## config.mk

```make
export PLATFORM = sky130hd
export DESIGN_NAME = comparator_control
export DESIGN_NICKNAME = d
export VERILOG_FILES = /design/src/core/comp_channel.v /design/src/core/comparator_control.v
export VERILOG_INCLUDE_DIRS = /design/src /design/src/core
export SDC_FILE = /design/constraint.sdc
export NUM_CORES = 1
export LEC_CHECK = 0
export BUFFER_PORTS_ARGS = -buffer_cell sky130_fd_sc_hd__buf_2
export CELL_PAD_IN_SITES_DETAIL_PLACEMENT = 1
export CELL_PAD_IN_SITES_GLOBAL_PLACEMENT = 2
export CORE_MARGIN = 2
export CORE_UTILIZATION = 29
export CTS_BUF_LIST = sky130_fd_sc_hd__clkbuf_8
export DETAILED_ROUTE_END_ITERATION = 12
export GPL_TIMING_DRIVEN = 0
export PLACE_DENSITY = 0.95
export SYNTH_ARGS = -nofsm -noshare
export SYNTH_HDL_FRONTEND = slang
export SYNTH_SLANG_ARGS = --single-unit
```

## constraint.sdc

```tcl
create_clock -name clk -period 6.9 [get_ports clk]
set_input_delay 0.69 -clock clk [delete_from_list [all_inputs] [get_ports clk]]
set_output_delay 0.69 -clock clk [all_outputs]
set_load 0.02 [all_outputs]
```

## src/core/acmp_defs.vh

```
`ifndef ACMP_DEFS_VH
`define ACMP_DEFS_VH

// Register byte offsets on the APB bus
`define OFS_CTRL1     8'h00
`define OFS_CTRL2     8'h04
`define OFS_SHARED    8'h08
`define OFS_FLAGS     8'h0C
`define OFS_IRQEN     8'h10

// Per-comparator control register fields
`define B_ON          7
`define B_OUT         6
`define B_OE          5
`define B_POL         4
`define B_SP          3
`define B_REF         2
`define F_CH          1:0
`define CTRL_RESET    8'h08
`define CTRL_WMASK    8'hBF

// Shared control register fields, channel i uses base minus i
`define SH_MOUT       7
`define SH_RSEL       5
`define SH_HYS        3
`define SH_SYNC       1
`define SHARED_RESET  8'h00
`define SHARED_WMASK  8'h3F

// Interrupt enable register fields
`define IE_GLOBAL     7
`define IE_PERIPH     6
`define IRQEN_RESET   8'h00
`define IRQEN_WMASK   8'hC3
`define FLAGS_RESET   2'h0

// Four-phase system clock
`define PH_W          2
`define PH_ONE        2'h0
`define PH_THREE      2'h2
`define PH_STEP       2'h1

`endif

```

## src/core/comp_channel.v

```verilog
`timescale 1ns/10ps
`include "acmp_defs.vh"

// One comparator: input muxes, compare, polarity, mismatch latches, sync
module comp_channel #(
  parameter AW = 10
) (
  input  wire          clk,          // System clock
  input  wire          rst,          // Synchronous reset, high
  input  wire          ce,           // Clock enable
  input  wire [AW-1:0] inv_pin_0,    // Inverting candidate 0
  input  wire [AW-1:0] inv_pin_1,    // Inverting candidate 1
  input  wire [AW-1:0] inv_pin_2,    // Inverting candidate 2
  input  wire [AW-1:0] inv_pin_3,    // Inverting candidate 3
  input  wire [AW-1:0] noninv_pin,   // External non-inverting pin
  input  wire [AW-1:0] int_ref,      // Internal reference level
  input  wire          comp_enable,  // Comparator on
  input  wire          output_invert,// Polarity
  input  wire          ref_source_select,        // 1 internal ref, 0 pin
  input  wire [1:0]    inverting_channel_select, // Inverting channel
  input  wire          clock_phase_one,          // First-phase strobe
  input  wire          reload,       // Control access at third phase
  input  wire          sync_enable,  // Timer sync enable
  input  wire          timer_clk,    // Timer source clock, sampled
  output wire          async_result, // Unlatched polarity-adjusted result
  output reg           comp_result,  // Second latch, per cycle
  output wire          mismatch_rise,// Pulse on new mismatch
  output wire          sync_result   // Result for timer gating
);

  reg [AW-1:0] vin_minus;
  reg          first_latch;
  reg          mis_d;
  reg          tclk_d;
  reg          sync_q;
  wire [AW-1:0] vin_plus;
  wire          raw;
  wire          mismatch;

  // Inverting input channel mux
  always @* begin
    case (inverting_channel_select)
      2'h0:    vin_minus = inv_pin_0;
      2'h1:    vin_minus = inv_pin_1;
      2'h2:    vin_minus = inv_pin_2;
      default: vin_minus = inv_pin_3;
    endcase
  end

  assign vin_plus = ref_source_select ? int_ref : noninv_pin;
  assign raw = (vin_plus > vin_minus);
  // Off comparator feeds a 0 into polarity and mismatch paths
  assign async_result = (comp_enable & raw) ^ output_invert;

  // Mismatch latch pair; reload captures pre-write value
  always @(posedge clk) begin
    if (rst) begin
      first_latch <= 1'b0;
      comp_result <= 1'b0;
      mis_d       <= 1'b0;
    end else if (ce) begin
      if (reload)
        first_latch <= async_result;
      if (clock_phase_one)
        comp_result <= async_result;
      mis_d <= mismatch;
    end
  end

  assign mismatch = first_latch ^ comp_result;
  // Edge, not level, so flag clears stick
  assign mismatch_rise = mismatch & ~mis_d;

  // Latch on timer clock falling edge, avoids gating race
  always @(posedge clk) begin
    if (rst) begin
      tclk_d <= 1'b0;
      sync_q <= 1'b0;
    end else if (ce) begin
      tclk_d <= timer_clk;
      if (tclk_d & ~timer_clk)
        sync_q <= async_result;
    end
  end

  assign sync_result = sync_enable ? sync_q : async_result;

endmodule // comp_channel

```

## src/core/comparator_control.v

```verilog
// Decided for this implementation: the placing of the registers and register access over APB.
`timescale 1ns/10ps
`include "acmp_defs.vh"

module comparator_control #(
  parameter AW = 10
) (
  input  wire            clk,                    // System clock
  input  wire            rst,                    // Synchronous reset, high
  input  wire            ce,                     // Clock enable, freezes all
  input  wire            psel,                   // APB select
  input  wire            penable,                // APB enable
  input  wire            pwrite,                 // APB write
  input  wire [7:0]      paddr,                  // APB byte address
  input  wire [31:0]     pwdata,                 // APB write data
  output reg  [31:0]     prdata,                 // APB read data
  output wire            pready,                 // APB ready
  output wire            pslverr,                // APB error
  input  wire [AW-1:0]   inverting_pin_0,        // Shared inverting pin 0
  input  wire [AW-1:0]   inverting_pin_1,        // Shared inverting pin 1
  input  wire [AW-1:0]   inverting_pin_2,        // Shared inverting pin 2
  input  wire [AW-1:0]   inverting_pin_3,        // Shared inverting pin 3
  input  wire [2*AW-1:0] noninverting_pin,       // Per-channel + pin
  input  wire [2*AW-1:0] internal_reference_out, // Per-channel reference
  input  wire [1:0]      port_direction_bit,     // 1 input, 0 output
  input  wire            sleep,                  // Sleep mode
  input  wire            timer1_clk,             // Timer source clock
  output wire [1:0]      comp_power_on,          // Analog bias on
  output wire [1:0]      speed_power_select,     // 1 normal, 0 low power
  output wire [1:0]      ref_choice,             // Internal ref source pick
  output wire [1:0]      hysteresis_enable,      // Hysteresis on
  output wire [1:0]      comp_pin_out,           // Pin data
  output wire [1:0]      comp_pin_oe,            // Pin override active
  output wire [1:0]      sync_result,            // Timer gate result
  output wire            comp_irq                // Interrupt request
);

  reg  [`PH_W-1:0] phase;
  reg  [7:0]       shared_reg;
  reg  [7:0]       irq_en;
  reg  [1:0]       comp_change_flag;
  reg  [31:0]      rdata_mux;
  wire [15:0]      ctrl_bus;
  wire [1:0]       next_flag;
  wire             clock_phase_one;
  wire             clock_phase_three;
  wire             setup;
  wire             xfer;
  wire             wr;
  wire [1:0]       hit_ctrl;
  wire             hit_shared;
  wire             hit_flags;
  wire             hit_irqen;
  wire             mapped;
  wire [1:0]       async_result;
  wire [1:0]       comp_result;
  wire [1:0]       mismatch_rise;
  wire [1:0]       comp_enable;
  wire [1:0]       pin_output_enable;
  wire [1:0]       comp_change_irq_enable;

  // Four-phase counter; sleep forces first phase active
  always @(posedge clk) begin
    if (rst)
      phase <= `PH_ONE;
    else if (ce)
      phase <= phase + `PH_STEP;
  end

  assign clock_phase_one   = (phase == `PH_ONE) | sleep;
  assign clock_phase_three = (phase == `PH_THREE);

  // APB handshake; access completes at third phase
  assign setup   = psel & ~penable;
  assign pready  = psel & penable & clock_phase_three & ce;
  assign xfer    = psel & penable & pready;
  assign wr      = xfer & pwrite;
  assign pslverr = xfer & ~mapped;

  // Address decode
  assign hit_ctrl[0] = (paddr == `OFS_CTRL1);
  assign hit_ctrl[1] = (paddr == `OFS_CTRL2);
  assign hit_shared  = (paddr == `OFS_SHARED);
  assign hit_flags   = (paddr == `OFS_FLAGS);
  assign hit_irqen   = (paddr == `OFS_IRQEN);
  assign mapped      = |hit_ctrl | hit_shared | hit_flags | hit_irqen;

  // Shared register; result mirrors are read-only
  always @(posedge clk) begin
    if (rst)
      shared_reg <= `SHARED_RESET;
    else if (ce & wr & hit_shared)
      shared_reg <= pwdata[7:0] & `SHARED_WMASK;
  end

  // Interrupt enables: per-channel low bits, peripheral, global
  always @(posedge clk) begin
    if (rst)
      irq_en <= `IRQEN_RESET;
    else if (ce & wr & hit_irqen)
      irq_en <= pwdata[7:0] & `IRQEN_WMASK;
  end

  genvar i;
  generate
    for (i = 0; i < 2; i = i + 1) begin : g_ch
      reg [7:0] ctrl_q;
      reg       next_bit;

      // Control register; result bit is read-only
      always @(posedge clk) begin
        if (rst)
          ctrl_q <= `CTRL_RESET;
        else if (ce & wr & hit_ctrl[i])
          ctrl_q <= pwdata[7:0] & `CTRL_WMASK;
      end

      // One driver per channel slice of the control bus
      assign ctrl_bus[i*8 +: 8]        = ctrl_q;
      assign comp_enable[i]            = ctrl_q[`B_ON];
      assign pin_output_enable[i]      = ctrl_q[`B_OE];
      assign comp_change_irq_enable[i] = irq_en[i];

      // Analog-side controls
      assign comp_power_on[i]      = comp_enable[i];
      assign speed_power_select[i] = ctrl_q[`B_SP];
      assign ref_choice[i]         = shared_reg[`SH_RSEL - i];
      assign hysteresis_enable[i]  = shared_reg[`SH_HYS - i];

      // Pin override ignores enable; data needs enable too
      assign comp_pin_oe[i]  = pin_output_enable[i] & ~port_direction_bit[i];
      assign comp_pin_out[i] = comp_pin_oe[i] & comp_enable[i]
                               & async_result[i];

      // Both channels identical; reload on any access to the channel's own control register
      comp_channel #(
        .AW (AW)
      ) i_comp_channel (
        .clk           (clk),
        .rst           (rst),
        .ce            (ce),
        .inv_pin_0     (inverting_pin_0),
        .inv_pin_1     (inverting_pin_1),
        .inv_pin_2     (inverting_pin_2),
        .inv_pin_3     (inverting_pin_3),
        .noninv_pin    (noninverting_pin[i*AW +: AW]),
        .int_ref       (internal_reference_out[i*AW +: AW]),
        .comp_enable   (comp_enable[i]),
        .output_invert            (ctrl_q[`B_POL]),
        .ref_source_select        (ctrl_q[`B_REF]),
        .inverting_channel_select (ctrl_q[`F_CH]),
        .clock_phase_one          (clock_phase_one),
        .reload        (xfer & hit_ctrl[i]),
        .sync_enable   (shared_reg[`SH_SYNC - i]),
        .timer_clk     (timer1_clk),
        .async_result  (async_result[i]),
        .comp_result   (comp_result[i]),
        .mismatch_rise (mismatch_rise[i]),
        .sync_result   (sync_result[i])
      );

      // Flag: set beats software clear; output enable not involved
      always @* begin
        next_bit = comp_change_flag[i];
        if (wr & hit_flags)
          next_bit = pwdata[i];
        if (mismatch_rise[i])
          next_bit = 1'b1;
      end

      assign next_flag[i] = next_bit;
    end
  endgenerate

  // Flag storage
  always @(posedge clk) begin
    if (rst)
      comp_change_flag <= `FLAGS_RESET;
    else if (ce)
      comp_change_flag <= next_flag;
  end

  // Request needs channel, peripheral and global enables
  assign comp_irq = |(comp_change_flag & comp_change_irq_enable)
                    & irq_en[`IE_PERIPH] & irq_en[`IE_GLOBAL];

  // Read mux; mirror read leaves mismatch latches alone
  always @* begin
    rdata_mux = 32'h00000000;
    case (paddr)
      `OFS_CTRL1: begin
        rdata_mux[7:0]    = ctrl_bus[7:0];
        rdata_mux[`B_OUT] = comp_result[0];
      end
      `OFS_CTRL2: begin
        rdata_mux[7:0]    = ctrl_bus[15:8];
        rdata_mux[`B_OUT] = comp_result[1];
      end
      `OFS_SHARED: begin
        rdata_mux[7:0]        = shared_reg;
        rdata_mux[`SH_MOUT]   = comp_result[0];
        rdata_mux[`SH_MOUT-1] = comp_result[1];
      end
      `OFS_FLAGS:  rdata_mux[1:0] = comp_change_flag;
      `OFS_IRQEN:  rdata_mux[7:0] = irq_en;
      default:     rdata_mux = 32'h00000000;
    endcase
  end

  // Read data registered in every cycle of a transfer except the one with pready high
  always @(posedge clk) begin
    if (rst)
      prdata <= 32'h00000000;
    else if (ce & (setup | (psel & ~pready)))
      prdata <= rdata_mux;
  end

endmodule // comparator_control

```

==> results.sh <==
export IMPL_grt_start_max_net_pins=14
export IMPL_slew_headroom=0.246
export IMPL_wirelength_mm=11.8
export IMPL_dpl_hpwl_mm=10.0
export IMPL_hp_class="reg -> reg"
export IMPL_ys_seq_area_frac=0.250
export IMPL_fp_row_count=40
export IMPL_fin_util=0.386
export IMPL_status="complete, no violations"
export IMPL_areaGrowthSynthToFinish_pct=29.0
export IMPL_synth_common_cells="nor2_1, dfxtp_1, mux2i_1"
export IMPL_drtIter0Drc=122
export IMPL_slew_violations=0
export IMPL_synth_edf_count=0
export IMPL_end_kind="primary output"
export IMPL_cts_buffers=5
export IMPL_fin_cells=712
export IMPL_timing_fmax_mhz=206
export IMPL_crit_path_max_fanout=10
export IMPL_path_cells="buf_2 > mux4_2 > inv_1 > ha_1 > a211oi_1 > nor2_1 > a2111o_1 > a221oi_1 > mux2i_1 > buf_4 > buf_2"
export IMPL_seqPwrFrac=0.439
export IMPL_syn_avg_cell_area_um2=9.34
export IMPL_required_ns=6.21
export IMPL_max_stage_delay_ns=0.93
export IMPL_start_util=0.299
export IMPL_antenna_found_initial=0
export IMPL_worst_slew_pin_transition_ns=1.13
export IMPL_post_cts_setup_buffers=0
export IMPL_multi_input_area_um2=2380
export IMPL_die_w_um=115
export IMPL_syn_area_um2=3600
export IMPL_start_kind="flop"
export IMPL_critPathMostFrequentCell="buf_2"
export IMPL_ys_ff_latch=45
export IMPL_cpMaxStageDelayCell="a221oi_1"
export IMPL_largest_reg_flops=14
export IMPL_drv_cap=0
export IMPL_ant_nets=0
export IMPL_cts_resized=0
export IMPL_p_switching_mw=0.163
export IMPL_cts_hold_buf=0
export IMPL_netlist_instances=386
export IMPL_layout_drive_gt1_share=0.387
export IMPL_path_class="reg -> out"
export IMPL_fin_skew_ns=0.00899
export IMPL_startpoint="g_ch[1].ctrl_q[0]$_SDFFE_PP0P_"
export IMPL_clk_pin_slew_ns=0.08
export IMPL_yosysMostFrequentCell="nor2_1"
export IMPL_vias_per_cell=4.80
export IMPL_cts_tree="done"
export IMPL_crit_buf_inv=4
export IMPL_cts_sinks=45
export IMPL_io_pins=179
export IMPL_whs_ns=0.462
export IMPL_period_needed_ns=4.86
export IMPL_post_route_period_util=0.704
export IMPL_clockPowerShare=0.338
export IMPL_cts_root_buf="clkbuf_8"
export IMPL_synth_top_cells_by_area="dfxtp_1, mux4_2, mux2i_1"
export IMPL_first_pass_iters=4
export IMPL_setup_tns_ns=0
export IMPL_vias=3421
export IMPL_drc_errors=0
export IMPL_hold_viol_final=0
export IMPL_critPathTopFamily="compound AO/OA/AOI/OAI gates"
export IMPL_chipHeight_um=115
export IMPL_p_per_area_nw_per_um2=131
export IMPL_synth_largest_area_cell="dfxtp_1"
export IMPL_synth_top_area_share=0.250
export IMPL_overflow=0
export IMPL_worstPathArrival_ns=4.17
export IMPL_first_global_vias=3641
export IMPL_n_fill_cell=1482
export IMPL_rr_startpoint="g_ch[1].ctrl_q[0]$_SDFFE_PP0P_"
export IMPL_place_gp_congestion=0.827
export IMPL_p_int_mw=0.444
export IMPL_power_total_mw=0.608
export IMPL_grt_setup_unrepaired="no"
export IMPL_grt_pass1_wl_mm=18.2
export IMPL_port_buffers=126
export IMPL_leakage_nw=2.06
export IMPL_p_sw_frac=0.269
export IMPL_nNetsFinal=694
export IMPL_p_comb_frac=0.224
export IMPL_setup_viol=0
export IMPL_synthFlopType="dfxtp_1"
export IMPL_dp_cells=703
export IMPL_htreeDepth=2
export IMPL_post_drt_wl_per_cell_um=16.5
export IMPL_synthDistinctLibCells=45
export IMPL_min_from="prdata[0]$_SDFFE_PP0P_"
export IMPL_core_area_um2=12100
export IMPL_async_reset_ff_frac=0
export IMPL_max_clock_path_buffers=2
export IMPL_regArea_um2=901
export IMPL_dieArea_um2=13300
export IMPL_clk_latency_ns=0.30
export IMPL_ir_drop_mv=0.0670
export IMPL_groute_usage_overall=0.177
export IMPL_ys_warn_count=0
-- final timing paths --
| kind | to | slack (ns) | depth (start not counted) |
|---|---|---|---|
| worst min-delay path | prdata[0]$_SDFFE_PP0P_ | 0.46 | 2 |
| worst min register to register | prdata[0]$_SDFFE_PP0P_ | 0.46 | 2 |
| worst max-delay path | sync_result[1] | 2.04 | 11 |
| worst max register to register | g_ch[1].i_comp_channel.first_latch$_SDFFE_PP0P_ | 3.23 | 9 |
-- worst min-delay path: cells and delay by family, from the launching register on --
family / cells / cell delay, ns
and+or+nand+nor: 1 / 0.05
DFF: 1 / 0.32
AOI/OAI and AO/OA: 1 / 0.05
-- per-stage QoR --
step | setup WS [ns] | area [µm²]
floorplan | 3.34 | 3690
global placement | 2.38 | 4530
detailed placement | 2.31 | 4530
CTS | 1.98 | 4650
global route | 1.67 | 4650
finish | 2.04 | 4650
-- power groups by stage --
stage	combinational, mW	clock (mW)	sequential [mW]
finish	0.136	0.205	0.266
global route	0.151	0.224	0.267
CTS	0.135	0.211	0.267
detailed placement	0.135	0	0.273
global placement	0.129	0	0.272
floorplan	0.0831	0	0.272
-- cells in the final DEF (no fill, tap or decap), types with 3 or more instances in the layout --
master / count
nand4_1: 6
nand2b_1: 3
buf_2: 128
nand3_1: 3
nand2_1: 18
clkbuf_8: 6
mux2i_1: 40
clkbuf_1: 13
dfxtp_1: 45
mux4_2: 20
nor2b_1: 6
a22oi_1: 8
o21ai_0: 14
nor2_1: 48
mux2_2: 18
a211oi_1: 11
conb_1: 24
nor4_4: 3
and2_1: 3
buf_1: 3
a21oi_1: 9
ha_1: 22
buf_4: 30
inv_1: 28
-- cells by family after synthesis --
logic type      after synthesis  synth area share
compound gates               55             0.104
xor+xnor                      4           0.00972
fa+ha+maj                    22            0.0764
buf+inv                      76             0.113
flops                        45             0.250
mux                          78             0.292
other cells                   1           0.00104
simple gates                105             0.153
-- final cells by class --
cell class	instances	area share
clock buffers	6	0.0178
diodes	1	0.000538
repair buffers	126	0.136
inverters	27	0.0218
multi-input cells	288	0.512
plain buffers	49	0.0659
flip-flops and latches	45	0.194
well taps	168	0.0452
clock inverters	2	0.00726
-- per-layer routing --
metal  part of all wire  global-route usage
met1               0.42               0.213
met5                  0                   0
met3              0.043              0.0303
met4              0.034              0.0659
met2               0.50               0.317
(Power assumes the default switching activity.)
